==> src/hw/nfcrh_params.svh <==
/*
  Page offsets, field positions, codes, reset values and actuation counts
  of the NFC request handler. Assumes inclusion by bare name.
*/
`ifndef NFCRH_PARAMS_SVH
`define NFCRH_PARAMS_SVH

// ----------------------------------------------------------------------------
// Page addresses
// ----------------------------------------------------------------------------
`define NFCRH_PAGE_OUTCOME 16'h004d
`define NFCRH_PAGE_REQUEST 16'h0050
`define NFCRH_PAGE_PIN 16'h0052
`define NFCRH_PAGE_SELECT 16'h0054
`define NFCRH_PAGE_STAGED 16'h0058
`define NFCRH_PAGE_ACTIVE 16'h0060
`define NFCRH_CFG_WORDS 4

// ----------------------------------------------------------------------------
// Request byte fields
// ----------------------------------------------------------------------------
`define NFCRH_REQ_CLASS 4'h1
`define NFCRH_REQ_USER_BIT 3
`define NFCRH_FN_UPDATE 3'h1
`define NFCRH_FN_COMMISSION 3'h2
`define NFCRH_FN_RESET 3'h3
`define NFCRH_FN_DECOMMISSION 3'h4
`define NFCRH_PIN_LEAD_PRIMARY 8'h02
`define NFCRH_PIN_LEAD_SECONDARY 8'h03

// ----------------------------------------------------------------------------
// Configuration word layout and reset values
// ----------------------------------------------------------------------------
`define NFCRH_CFG_MODE 0
`define NFCRH_CFG_PERMIT 1
`define NFCRH_CFG_PRIMARY_CODE 2
`define NFCRH_CFG_SECONDARY_CODE 3
`define NFCRH_MODE_ZGP_BIT 0
`define NFCRH_CFG0_RESET 32'h0000_0000
`define NFCRH_CFG1_RESET 32'h0000_000f
`define NFCRH_CFG2_RESET 32'h0000_0000
`define NFCRH_CFG3_RESET 32'h0000_0000
`define NFCRH_OUTCOME_RESET 8'h00

// ----------------------------------------------------------------------------
// Actuations needed per direction
// ----------------------------------------------------------------------------
`define NFCRH_ENERGY_CONFIG 3'h5
`define NFCRH_ENERGY_TELEGRAM 3'h1

`endif

==> src/hw/nfcrh_pkg.sv <==
/*
  Types of the NFC request handler.
  Assumes nothing of its surroundings.
*/
package nfcrh_pkg;

  typedef enum logic [0:0] {
    ST_IDLE = 1'b0,
    ST_PENDING = 1'b1
  } nfcrh_state_t;

  typedef enum logic [2:0] {
    OUT_SUCCESS = 3'b001,
    OUT_PROGRESS = 3'b010,
    OUT_PIN_ERROR = 3'b011,
    OUT_PERMIT_ERROR = 3'b100,
    OUT_PARAM_ERROR = 3'b101
  } nfcrh_status_t;

endpackage

==> src/hw/nfcrh_pin_sync.sv <==
/*
  Three-stage synchroniser with rising-edge pulse for asynchronous pins.
  Assumes pins are plain levels from outside the MCLK domain.
*/
`timescale 1ns/1ps

module nfcrh_pin_sync #(
  parameter int WIDTH = 3
) (
  input wire logic clk,
  input wire logic rst,
  input wire logic [WIDTH-1:0] pin,
  output logic [WIDTH-1:0] level,
  output logic [WIDTH-1:0] rise
);

  logic [WIDTH-1:0] stage1;
  logic [WIDTH-1:0] stage2;
  logic [WIDTH-1:0] stage3;

  // --------------------------------------------------------------------------
  // Per-pin chain, accepted once stages two and three agree
  // --------------------------------------------------------------------------
  genvar i;
  generate
    for (i = 0; i < WIDTH; i = i + 1) begin : g_bit
      always_ff @(posedge clk or posedge rst) begin
        if (rst) begin
          stage1[i] <= 1'b0;
          stage2[i] <= 1'b0;
          stage3[i] <= 1'b0;
          level[i] <= 1'b0;
          rise[i] <= 1'b0;
        end else begin
          stage1[i] <= pin[i];
          stage2[i] <= stage1[i];
          stage3[i] <= stage2[i];
          rise[i] <= 1'b0;
          if (stage2[i] == stage3[i]) begin
            level[i] <= stage3[i];
            rise[i] <= stage3[i] & ~level[i];
          end
        end
      end
    end
  endgenerate

endmodule

==> src/hw/nfcrh_request_handler.sv <==
/*
  NFC request handler: takes request, PIN, selection and staged pages
  written by an NFC writer, and runs the request on harvester actuations.
  Assumes a page front end on MCLK delivering whole four-byte pages,
  byte 0 in bits 31:24, and harvester and learn pins from outside.
*/
// Contract
// - Unselected staged words leave config unchanged
// - Selection applies only to register-update requests
// - Outcome byte sits in byte 0 of page
// - Primary commissioning request is 0x12 000000
// - Secondary commissioning request is 0x1A 000000
// - Primary PIN page leads with 0x02
// - Secondary PIN page leads with 0x03
// - Request runs at next harvester actuation
// - Primary commissioning codes 0x32, 0x52, 0x72
// - Secondary codes 0x3A, 0x5A, 0x7A, 0x9A
// - In progress until enough actuations accumulate
// - Learn button sends commissioning in both modes
// - Decommissioning accepted only in ZGP mode
// - Commission, decommission and factory reset supported
// - Pages move four bytes, byte 0 first
// - Decommission 0x14 answers 0xB4 in BLE mode
`timescale 1ns/1ps
`include "nfcrh_params.svh"

module nfcrh_request_handler #(
  parameter int CFG_WORDS = `NFCRH_CFG_WORDS,
  parameter logic [2:0] ENERGY_CONFIG = `NFCRH_ENERGY_CONFIG,
  parameter logic [2:0] ENERGY_TELEGRAM = `NFCRH_ENERGY_TELEGRAM
) (
  input wire logic MCLK,
  input wire logic RESET,
  input wire logic [15:0] PAGE_ADDR,
  input wire logic PAGE_WRITE,
  input wire logic [31:0] PAGE_WDATA,
  input wire logic PAGE_READ,
  output logic [31:0] PAGE_RDATA,
  output logic PAGE_RVALID,
  input wire logic HARVEST_PRESS,
  input wire logic HARVEST_RELEASE,
  input wire logic LEARN_BUTTON,
  output logic SEND_COMMISSION,
  output logic SEND_DECOMMISSION,
  output logic CONFIG_ZGP,
  output logic REQUEST_PENDING
);

  // --------------------------------------------------------------------------
  // Storage
  // --------------------------------------------------------------------------
  nfcrh_pkg::nfcrh_state_t state;
  logic [31:0] request_type_originator;
  logic [31:0] request_pin;
  logic [31:0] update_selection;
  logic [31:0] staged [CFG_WORDS];
  logic [31:0] active [CFG_WORDS];
  logic [7:0] request_outcome;
  logic [2:0] press_count;
  logic [2:0] release_count;
  logic [2:0] pin_level;
  logic [2:0] pin_rise;

  // --------------------------------------------------------------------------
  // Pin synchronisers
  // --------------------------------------------------------------------------
  nfcrh_pin_sync #(
    .WIDTH(3)
  ) u_sync (
    .clk(MCLK),
    .rst(RESET),
    .pin({LEARN_BUTTON, HARVEST_RELEASE, HARVEST_PRESS}),
    .level(pin_level),
    .rise(pin_rise)
  );

  logic press_evt;
  logic release_evt;
  logic learn_evt;
  logic act_evt;
  assign press_evt = pin_rise[0];
  assign release_evt = pin_rise[1];
  assign learn_evt = pin_rise[2];
  assign act_evt = press_evt | release_evt;

  // --------------------------------------------------------------------------
  // Decoding helpers
  // --------------------------------------------------------------------------
  function automatic logic [7:0] outcome_byte(input nfcrh_pkg::nfcrh_status_t st, input logic [7:0] req);
    outcome_byte = {st, req[4:0]};
  endfunction

  function automatic logic page_hit(input logic [15:0] addr, input logic [15:0] base, input int idx);
    page_hit = (addr == base + 16'(idx));
  endfunction

  function automatic logic [31:0] cfg_reset(input int idx);
    case (idx)
      0: cfg_reset = `NFCRH_CFG0_RESET;
      1: cfg_reset = `NFCRH_CFG1_RESET;
      2: cfg_reset = `NFCRH_CFG2_RESET;
      3: cfg_reset = `NFCRH_CFG3_RESET;
      default: cfg_reset = 32'h0000_0000;
    endcase
  endfunction

  logic wr_request;
  logic wr_pin;
  logic wr_select;
  assign wr_request = PAGE_WRITE && page_hit(PAGE_ADDR, `NFCRH_PAGE_REQUEST, 0);
  assign wr_pin = PAGE_WRITE && page_hit(PAGE_ADDR, `NFCRH_PAGE_PIN, 0);
  assign wr_select = PAGE_WRITE && page_hit(PAGE_ADDR, `NFCRH_PAGE_SELECT, 0);

  // --------------------------------------------------------------------------
  // Request evaluation
  // --------------------------------------------------------------------------
  logic [7:0] req_byte;
  logic [2:0] req_fn;
  logic req_secondary;
  logic kind_ok;
  logic pin_ok;
  logic permit_ok;
  logic param_ok;
  logic [2:0] next_press;
  logic [2:0] next_release;
  logic [2:0] need;
  logic energy_ok;
  logic fails;
  logic execute;
  nfcrh_pkg::nfcrh_status_t status;

  assign req_byte = request_type_originator[31:24];
  assign req_fn = req_byte[2:0];
  assign req_secondary = req_byte[`NFCRH_REQ_USER_BIT];
  assign kind_ok = (req_byte[7:4] == `NFCRH_REQ_CLASS) && (req_fn >= `NFCRH_FN_UPDATE)
    && (req_fn <= `NFCRH_FN_DECOMMISSION) && (request_type_originator[23:0] == 24'h000000);

  always_comb begin
    if (req_secondary) begin
      pin_ok = (request_pin[31:24] == `NFCRH_PIN_LEAD_SECONDARY)
        && (request_pin[23:0] == active[`NFCRH_CFG_SECONDARY_CODE][23:0]);
    end else begin
      pin_ok = (request_pin[31:24] == `NFCRH_PIN_LEAD_PRIMARY)
        && (request_pin[23:0] == active[`NFCRH_CFG_PRIMARY_CODE][23:0]);
    end
  end

  always_comb begin
    if (!req_secondary || !kind_ok) begin
      permit_ok = 1'b1;
    end else begin
      permit_ok = active[`NFCRH_CFG_PERMIT][req_fn - 3'h1];
    end
  end

  assign param_ok = kind_ok && ((req_fn != `NFCRH_FN_DECOMMISSION)
    || active[`NFCRH_CFG_MODE][`NFCRH_MODE_ZGP_BIT]);

  assign next_press = (press_evt && press_count != 3'h7) ? press_count + 3'h1 : press_count;
  assign next_release = (release_evt && release_count != 3'h7) ? release_count + 3'h1 : release_count;
  assign need = (req_fn == `NFCRH_FN_UPDATE || req_fn == `NFCRH_FN_RESET) ? ENERGY_CONFIG : ENERGY_TELEGRAM;
  assign energy_ok = (next_press >= need) && (next_release >= need);

  always_comb begin
    if (!pin_ok) begin
      status = nfcrh_pkg::OUT_PIN_ERROR;
    end else if (!permit_ok) begin
      status = nfcrh_pkg::OUT_PERMIT_ERROR;
    end else if (!param_ok) begin
      status = nfcrh_pkg::OUT_PARAM_ERROR;
    end else if (!energy_ok) begin
      status = nfcrh_pkg::OUT_PROGRESS;
    end else begin
      status = nfcrh_pkg::OUT_SUCCESS;
    end
  end

  assign fails = !pin_ok || !permit_ok || !param_ok;
  assign execute = (state == nfcrh_pkg::ST_PENDING) && act_evt && !fails && energy_ok && !wr_request;

  // --------------------------------------------------------------------------
  // Pending request state
  // --------------------------------------------------------------------------
  always_ff @(posedge MCLK or posedge RESET) begin
    if (RESET) begin
      state <= nfcrh_pkg::ST_IDLE;
    end else begin
      case (state)
        nfcrh_pkg::ST_IDLE: begin
          if (wr_request) begin
            state <= nfcrh_pkg::ST_PENDING;
          end
        end
        nfcrh_pkg::ST_PENDING: begin
          if (!wr_request && act_evt && (fails || energy_ok)) begin
            state <= nfcrh_pkg::ST_IDLE;
          end
        end
        default: begin
          state <= nfcrh_pkg::ST_IDLE;
        end
      endcase
    end
  end

  // --------------------------------------------------------------------------
  // Writable pages
  // --------------------------------------------------------------------------
  always_ff @(posedge MCLK or posedge RESET) begin
    if (RESET) begin
      request_type_originator <= 32'h0000_0000;
      request_pin <= 32'h0000_0000;
      update_selection <= 32'h0000_0000;
    end else begin
      if (wr_request) begin
        request_type_originator <= PAGE_WDATA;
      end
      if (wr_pin) begin
        request_pin <= PAGE_WDATA;
      end
      if (wr_select) begin
        update_selection <= PAGE_WDATA;
      end
    end
  end

  genvar gi;
  generate
    for (gi = 0; gi < CFG_WORDS; gi = gi + 1) begin : g_cfg
      always_ff @(posedge MCLK or posedge RESET) begin
        if (RESET) begin
          staged[gi] <= 32'h0000_0000;
        end else if (PAGE_WRITE && page_hit(PAGE_ADDR, `NFCRH_PAGE_STAGED, gi)) begin
          staged[gi] <= PAGE_WDATA;
        end
      end

      always_ff @(posedge MCLK or posedge RESET) begin
        if (RESET) begin
          active[gi] <= cfg_reset(gi);
        end else if (execute && req_fn == `NFCRH_FN_RESET) begin
          active[gi] <= cfg_reset(gi);
        end else if (execute && req_fn == `NFCRH_FN_UPDATE && update_selection[gi]) begin
          active[gi] <= staged[gi];
        end
      end
    end
  endgenerate

  // --------------------------------------------------------------------------
  // Actuation counters, cleared by each new request
  // --------------------------------------------------------------------------
  always_ff @(posedge MCLK or posedge RESET) begin
    if (RESET) begin
      press_count <= 3'h0;
      release_count <= 3'h0;
    end else if (wr_request) begin
      press_count <= 3'h0;
      release_count <= 3'h0;
    end else if (state == nfcrh_pkg::ST_PENDING) begin
      press_count <= next_press;
      release_count <= next_release;
    end
  end

  // --------------------------------------------------------------------------
  // Outcome page
  // --------------------------------------------------------------------------
  always_ff @(posedge MCLK or posedge RESET) begin
    if (RESET) begin
      request_outcome <= `NFCRH_OUTCOME_RESET;
    end else if (state == nfcrh_pkg::ST_PENDING && act_evt && !wr_request) begin
      request_outcome <= outcome_byte(status, req_byte);
    end
  end

  // --------------------------------------------------------------------------
  // Telegram requests and status outputs
  // --------------------------------------------------------------------------
  always_ff @(posedge MCLK or posedge RESET) begin
    if (RESET) begin
      SEND_COMMISSION <= 1'b0;
      SEND_DECOMMISSION <= 1'b0;
    end else begin
      SEND_COMMISSION <= learn_evt || (execute && req_fn == `NFCRH_FN_COMMISSION);
      SEND_DECOMMISSION <= execute && req_fn == `NFCRH_FN_DECOMMISSION;
    end
  end

  always_ff @(posedge MCLK or posedge RESET) begin
    if (RESET) begin
      CONFIG_ZGP <= 1'b0;
      REQUEST_PENDING <= 1'b0;
    end else begin
      CONFIG_ZGP <= active[`NFCRH_CFG_MODE][`NFCRH_MODE_ZGP_BIT];
      REQUEST_PENDING <= (state == nfcrh_pkg::ST_PENDING);
    end
  end

  // --------------------------------------------------------------------------
  // Page reads, answered one cycle later
  // --------------------------------------------------------------------------
  logic [31:0] read_word;

  always_comb begin
    read_word = 32'h0000_0000;
    if (page_hit(PAGE_ADDR, `NFCRH_PAGE_OUTCOME, 0)) begin
      read_word = {request_outcome, 24'h000000};
    end else if (page_hit(PAGE_ADDR, `NFCRH_PAGE_REQUEST, 0)) begin
      read_word = request_type_originator;
    end else if (page_hit(PAGE_ADDR, `NFCRH_PAGE_SELECT, 0)) begin
      read_word = update_selection;
    end
    for (int k = 0; k < CFG_WORDS; k++) begin
      if (page_hit(PAGE_ADDR, `NFCRH_PAGE_STAGED, k)) begin
        read_word = staged[k];
      end
      if (page_hit(PAGE_ADDR, `NFCRH_PAGE_ACTIVE, k)
          && k != `NFCRH_CFG_PRIMARY_CODE && k != `NFCRH_CFG_SECONDARY_CODE) begin
        read_word = active[k];
      end
    end
  end

  always_ff @(posedge MCLK or posedge RESET) begin
    if (RESET) begin
      PAGE_RDATA <= 32'h0000_0000;
      PAGE_RVALID <= 1'b0;
    end else begin
      PAGE_RVALID <= PAGE_READ;
      if (PAGE_READ) begin
        PAGE_RDATA <= read_word;
      end
    end
  end

endmodule
==> config.mk <==
export PLATFORM = sky130hd
export DESIGN_NAME = nfcrh_request_handler
export DESIGN_NICKNAME = d
export VERILOG_FILES = /design/src/hw/nfcrh_pkg.sv /design/src/hw/nfcrh_pin_sync.sv /design/src/hw/nfcrh_request_handler.sv
export VERILOG_INCLUDE_DIRS = /design/src /design/src/hw
export SDC_FILE = /design/constraint.sdc
export NUM_CORES = 1
export LEC_CHECK = 0
export ABC_AREA = 1
export BUFFER_PORTS_ARGS = -buffer_cell sky130_fd_sc_hd__buf_2
export CORE_UTILIZATION = 31
export CTS_BUF_LIST = sky130_fd_sc_hd__clkbuf_8 sky130_fd_sc_hd__clkbuf_16
export DETAILED_ROUTE_END_ITERATION = 10
export SLEW_MARGIN = 20
export SYNTH_ARGS = -nofsm -noshare
export SYNTH_HDL_FRONTEND = slang
export SYNTH_SLANG_ARGS = --single-unit
==> constraint.sdc <==
create_clock -name MCLK -period 18.75 [get_ports MCLK]
set_input_delay 3.75 -clock MCLK [delete_from_list [all_inputs] [get_ports MCLK]]
set_output_delay 3.75 -clock MCLK [all_outputs]
set_load 0.1 [all_outputs]
== Word level (Yosys, flattened, before mapping) ==
Cells that the tools add are included.

* Flip-flop bits (word level): 403
* Output and inout port bits: 37
* Bits of input ports: 55

* $lt $le $gt $ge: 5
* Reductions and logical operators: 51
* Equal/unequal tests: 25
* Add/subtract/negate cells: 3
* Bitwise gates (word level): 8
* Multiplexer cells: 38

{| class="wikitable"
|+ Operator list
! operator !! count
|-
| 32-bit 2-to-1 mux || 13
|-
| 16-bit by 7-bit == test with 1-bit output, second input constant || 10
|-
| 24-bit 2-to-1 mux || 4
|-
| 24-bit == test || 2
|-
| 1-bit logical AND || 31
|-
| 3-bit 2-to-1 mux || 10
|-
| 24-bit zero test || 1
|-
| 8-bit by 2-bit == test with 1-bit output, second input constant || 2
|-
| 2-bit nonzero test || 5
|-
| 3-bit != test, second input constant || 3
|-
| 1-bit 2-to-1 mux || 8
|-
| 1-bit zero test || 7
|-
| 1-bit logical OR || 7
|-
| 3-bit by 1-bit adder with 3-bit output, second input constant || 2
|-
| 3-bit by 2-bit == test with 1-bit output, second input constant || 2
|-
| 3-bit >= comparator || 2
|-
| 3-bit by 6-bit less-than comparator with 1-bit output, second input constant || 1
|-
| 4-bit by 1-bit == test with 1-bit output, second input constant || 1
|-
| 1-bit inverter || 4
|-
| 1-bit AND || 3
|-
| 1-bit binary-select mux with 3-bit select || 1
|-
| 1-bit == test || 3
|-
| 3-bit by 1-bit == test with 1-bit output, second input constant || 1
|-
| 3-bit == test, second input constant || 1
|-
| other kinds (6) || 6
|}

== Depth between registers and ports, before layout ==
* Depth in word-level cells: 18
* Mapped depth: 18
* Mapped depth without buffers: 16

== Modules after synthesis ==
Synthesis repeated with hierarchy kept, for this count alone.

* Cells, all modules: 2355
* Area, all modules: 18990.7 um^2

{| class="wikitable"
|+ Modules (own cells, without submodules)
! module !! seq. area each (um^2) !! area each (um^2) !! instances !! cells an instance
|-
| nfcrh_request_handler || 9714.3 || 18551.5 || 1 || 2324
|-
| nfcrh_pin_sync || 375.4 || 439.2 || 1 || 31
|}

== Least setup slack after synthesis ==
No wires, ideal clock.

* Path type: in2reg
* Start point: in PAGE_ADDR[15]
* End point: reg active[68] (netlist name)
* Required time: 18.684 ns
* Cell stages on the path: 14
* Buffers on the path: 1
* Data arrival time: 5.281 ns
* Path slack: 13.402 ns
* Cells stage by stage: nor2_1 > nand2_1 > nor2_4 > nand2_1 > inv_2 > nand2_2 > nand2_2 > inv_2 > nand2_1 > nor2_1 > nand3_1 > clkbuf_1 > nand3_1 > nand2_1

* Word-level cells in the longest chain between the ends: 7
* Elaborated cells between the ends (all ways): 9
* Those cells by class: 1 x eq/ne; 1 x mux; 7 x reduce/logical

{| class="wikitable"
|+ Ends and longest elaborated chain
! what !! line !! RTL
|-
| from (decl) || nfcrh_request_handler.sv:34 || <nowiki>input wire logic [15:0] PAGE_ADDR,</nowiki>
|-
| 16-bit by 7-bit == test with 1-bit output * || nfcrh_request_handler.sv:94 || <nowiki>page_hit = (addr == base + 16'(idx));</nowiki>
|-
| 1-bit logical AND * || nfcrh_request_handler.sv:110 || <nowiki>assign wr_request = PAGE_WRITE && page_hit(PAGE_ADDR, `NFCRH_PAGE_REQUEST, 0);</nowiki>
|-
| 1-bit zero test * || nfcrh_request_handler.sv:179 || <nowiki>assign execute = (state == nfcrh_pkg::ST_PENDING) && act_evt && !fails && energy_ok && !wr_request;</nowiki>
|-
| 1-bit logical AND * || nfcrh_request_handler.sv:179 ||
|-
| 1-bit logical AND (no source line) || n/a ||
|-
| 1-bit logical AND || nfcrh_request_handler.sv:243 || <nowiki>end else if (execute && req_fn == `NFCRH_FN_UPDATE && update_selection[gi]) begin</nowiki>
|-
| 2-bit nonzero test (no source line) || n/a ||
|-
| to (signal, indexed assignment) || nfcrh_request_handler.sv:240 || <nowiki>active[gi] <= cfg_reset(gi);</nowiki>
|-
| to (signal, indexed assignment) || nfcrh_request_handler.sv:242 || <nowiki>active[gi] <= cfg_reset(gi);</nowiki>
|-
| to (signal, indexed assignment) || nfcrh_request_handler.sv:244 || <nowiki>active[gi] <= staged[gi];</nowiki>
|-
| to (decl) || nfcrh_request_handler.sv:57 || <nowiki>logic [31:0] active [CFG_WORDS];</nowiki>
|}

Mark *: on every way between the ends. The rest lies on a longest branch, timed or not.
A chain may end at the register's enable or synchronous reset.

== Worst setup path in the final report ==
* Start point: in PAGE_ADDR[15]
* End point: reg active[16] (netlist name)

The elaborated chain is that of the path after synthesis.

==> impl_metrics.py <==
metrics = {
    "status": {
        "status": "complete, no violations",
    },
    "floorplan": {
        "io_pins": 92,
        "start_util_pct": 31.3,
        "die_y_um": 249,
        "fp.dieArea_um2": 61900,
        "die_x_um": 249,
        "design.core.area_um2": 60200,
        "row_count": 90,
    },
    "synthesis": {
        "async_flop_share_pct": 100,
        "netlist_instances": 2369,
        "synth_seq_area_share_pct": 53.4,
        "synth-seq-cells": 403,
        "synth_edf_count": 0,
        "synth_area_um2": 18900,
        "synth_commonest_cells": "828 x nand2_1, 399 x dfrtp_1, 274 x o21ai_0",
        "synth_area_leaders": "dfrtp_1 53%, nand2_1 16%, o21ai_0 7.3%",
        "syn_nets": 2436,
        "yosys_most_used_dff": "dfrtp_1",
        "syn_avg_cell_area_um2": 7.97,
        "synth.distinct_cells": 42,
        "ys_warn_count": 0,
        "yosysTopAreaCell": "dfrtp_1",
        "synth.top_cell.area_share_pct": 52.9,
        "yosys.cell_count.top_type": "nand2_1",
    },
    "global_routing": {
        "grt_overflow": 0,
        "grt_pass1_vias": 15900,
        "grtUsageTotal_pct": 19.7,
        "antenna_found_initial": 1,
        "grt_max_degree": 143,
        "grt_pass1_wl_mm": 94.7,
    },
    "critical_path": {
        "critPathMaxStageDelay_ns": 0.89,
        "reg2reg_from": "request_type_originator[24]$_DFFE_PP0P_",
        "r2r_setup_slack_ns": 14.41,
        "worst-r2r-cell-count": 13,
        "end_kind": "register",
        "critPathTopFamily": "buffers and inverters",
        "cp.arrival_ns": 7.49,
        "cp-start-kind": "primary input",
        "crit_type": "primary input to register",
        "crit_chain": "buf_2, nor2_1, nand2_1, nor2_4, nand2_1, buf_4, inv_2, nand2_2, nand2_2, a21oi_2, nand4_4, buf_4, buf_4, nand3_1, nand2_1",
        "required_ns": 19.27,
        "timing.critical_path.buf_inv": 5,
        "cp_max_fo": 96,
        "cpMaxStageDelayCell": "buf_4",
        "r2r-end": "active[16]$_DFFE_PP0P_",
    },
    "finish": {
        "nFillCells": 6184,
        "regArea_um2": 10100,
        "multi_input_area_um2": 7560,
        "syn_to_final_growth_pct": 14.9,
        "fin_area_um2": 21700,
        "drive_gt1_share_pct": 9.10,
        "final_nets": 2482,
        "final_cells": 3233,
    },
    "power_and_ir_drop": {
        "power_frac_comb_pct": 4.0,
        "pwr-share-clk_pct": 49.7,
        "total_leakage_power_nw": 10.9,
        "p_int_mw": 1.47,
        "seqPwrFrac_pct": 46.3,
        "switching_power_mw": 0.437,
        "finalPower_mw": 1.91,
        "swShare_pct": 22.9,
        "peakVddDrop_uv": 63.2,
        "power-per-cell-area_nw_per_um2": 88.0,
    },
    "route": {
        "wirelength_mm": 61.1,
        "drt-met1-wl_mm": 27.2,
        "routed-wl-met2_mm": 28.1,
        "drc": 0,
        "initialDrtViolationCount": 1712,
        "viasPerCell": 5.11,
        "maxUsedRoutingLayer": "met5",
        "firstDrtPassIters": 6,
        "dr_total_vias": 16500,
        "routed-wl-met3_mm": 3.89,
        "wl_per_cell_um": 18.9,
        "ant_nets": 0,
    },
    "sta": {
        "min_period_ns": 6.97,
        "rsz0062_at_grt": "false",
        "finalClockSkew_ns": 0.0332,
        "setup_tns_ns": 0,
        "hold_viol": 0,
        "fmax_ghz": 0.143,
        "tightestPinTransition_ns": 1.12,
        "setup-violations-final": 0,
        "slew_viol_final": 0,
        "finalCritPeriodShare_pct": 37.2,
        "slew_headroom_pct": 25.0,
    },
    "clock_tree": {
        "clk_latency_ns": 0.59,
        "hold_buffers": 0,
        "clk_pin_slew_worst_paths_ns": 0.06,
        "postCtsSetupBuffers": 0,
        "cts_root_buf": "clkbuf_16",
        "numCtsBuffers": 47,
        "clkSinkCount": 403,
        "cts_tree": "done",
        "cts.repair.resized": 0,
        "h-tree-depth": 2,
        "clockBufferDepth": 3,
    },
    "placement": {
        "dpl.hpwl_mm": 40.8,
        "numPlacedInstances": 3148,
        "placed_cell_area_um2": 20100,
        "io_buffer_count": 91,
        "gp_congestion": 0.884,
    },
    "worst_hold_path": {
        "hold_depth": 0,
        "min_from": "u_sync.stage1[1]$_DFF_PP0_",
        "hold_class": "register to register",
        "hold_end": "u_sync.stage2[1]$_DFF_PP0_",
    },
    "job": {
        "max-cap-violations": 0,
    },
}
[power by group through the flow]
stage / combinational (mW) / clock [mW] / sequential [mW]
final: 0.0766 / 0.949 / 0.883
after global routing: 0.0878 / 1.00 / 0.884
after CTS: 0.0786 / 0.969 / 0.883
after detailed placement: 0.0783 / 0 / 0.899
after global placement: 0.0754 / 0 / 0.898
after floorplan: 0.0459 / 0 / 0.900
[state kept, by name, indices dropped and copies added (netlist names)]
signal and count:
active 112, request_outcome 8, CONFIG_ZGP 1, u_sync.level 3
update_selection 32, u_sync.stage1 3, press_count 3, u_sync.stage2 3
SEND_DECOMMISSION 1, release_count 3, PAGE_RVALID 1, staged 128
u_sync.rise 3, u_sync.stage3 3, PAGE_RDATA 32, REQUEST_PENDING 1
state 1, SEND_COMMISSION 1, request_pin 32, request_type_originator 32
[through the flow]
step                hold WS (ns)  setup slack (ns)  util (%)
finish                     0.350             11.78      36.0
global route               0.366             11.50      36.0
CTS                        0.351             11.84      36.0
detailed placement         0.338             11.24      33.3
global placement           0.336             11.39      33.3
floorplan                  0.331              3.80         -
[cells by family (layout without fill, tap and decap cells)]
group / count (synthesis) / in the layout / synth area share (%)
flip-flops: 403 / 403 / 53.5
adder cells (fa/ha/maj): 15 / 15 / 0.954
AO/OA/AOI/OAI: 332 / 332 / 9.39
other: 0 / 1 / 0
AND/OR/NAND/NOR: 1273 / 1273 / 28.5
XOR/XNOR: 18 / 18 / 0.835
buffers and inverters: 328 / 409 / 6.83
[cell type report]
class                      count  area share (%)
antenna                        1          0.0115
clock buffer                  56            6.04
clock inverter                28            1.33
inverter                     208            3.63
multi-input combinational   1638            34.9
sequential                   403            46.5
tap                          782            4.51
timing repair buffer         117            3.09
[per-layer routing]
| metal | up-vias | global-route usage [%] |
|---|---|---|
| li1 | 7772 | - |
| met3 | 113 | 3.50 |
| met2 | 560 | 31.3 |
| met5 | - | 0 |
| met1 | 8068 | 26.8 |
| met4 | 2 | 7.12 |
[worst max path at each step]
stage / cells after the start / from / end / slack [ns]
2_1_floorplan: 1 / RESET / CONFIG_ZGP$_DFF_PP0_ / 3.80
4_1_cts: 15 / PAGE_ADDR[15] / active[49]$_DFFE_PP0P_ / 11.84
3_5_place_dp: 15 / PAGE_ADDR[15] / active[54]$_DFFE_PP0P_ / 11.24
3_3_place_gp: 15 / PAGE_ADDR[15] / active[15]$_DFFE_PP0P_ / 11.39
6_report: 15 / PAGE_ADDR[15] / active[16]$_DFFE_PP0P_ / 11.78
5_1_grt: 15 / PAGE_ADDR[15] / active[10]$_DFFE_PP0P_ / 11.50
[cell usage in the layout (no fill, tap or decap), types with 12 or more instances in the layout]
cell	netlist	final
nand2_1	828	821
dfrtp_1	399	399
o21ai_0	274	274
nand3_1	259	259
inv_1	202	217
nor2_1	97	96
buf_2	34	91
nand4_1	51	51
clkbuf_16	0	48
buf_4	0	24
a21oi_1	23	23
xnor2_1	14	14
a221oi_1	13	13
ha_1	12	12
Note: power is estimated with default switching activity, not from simulation.
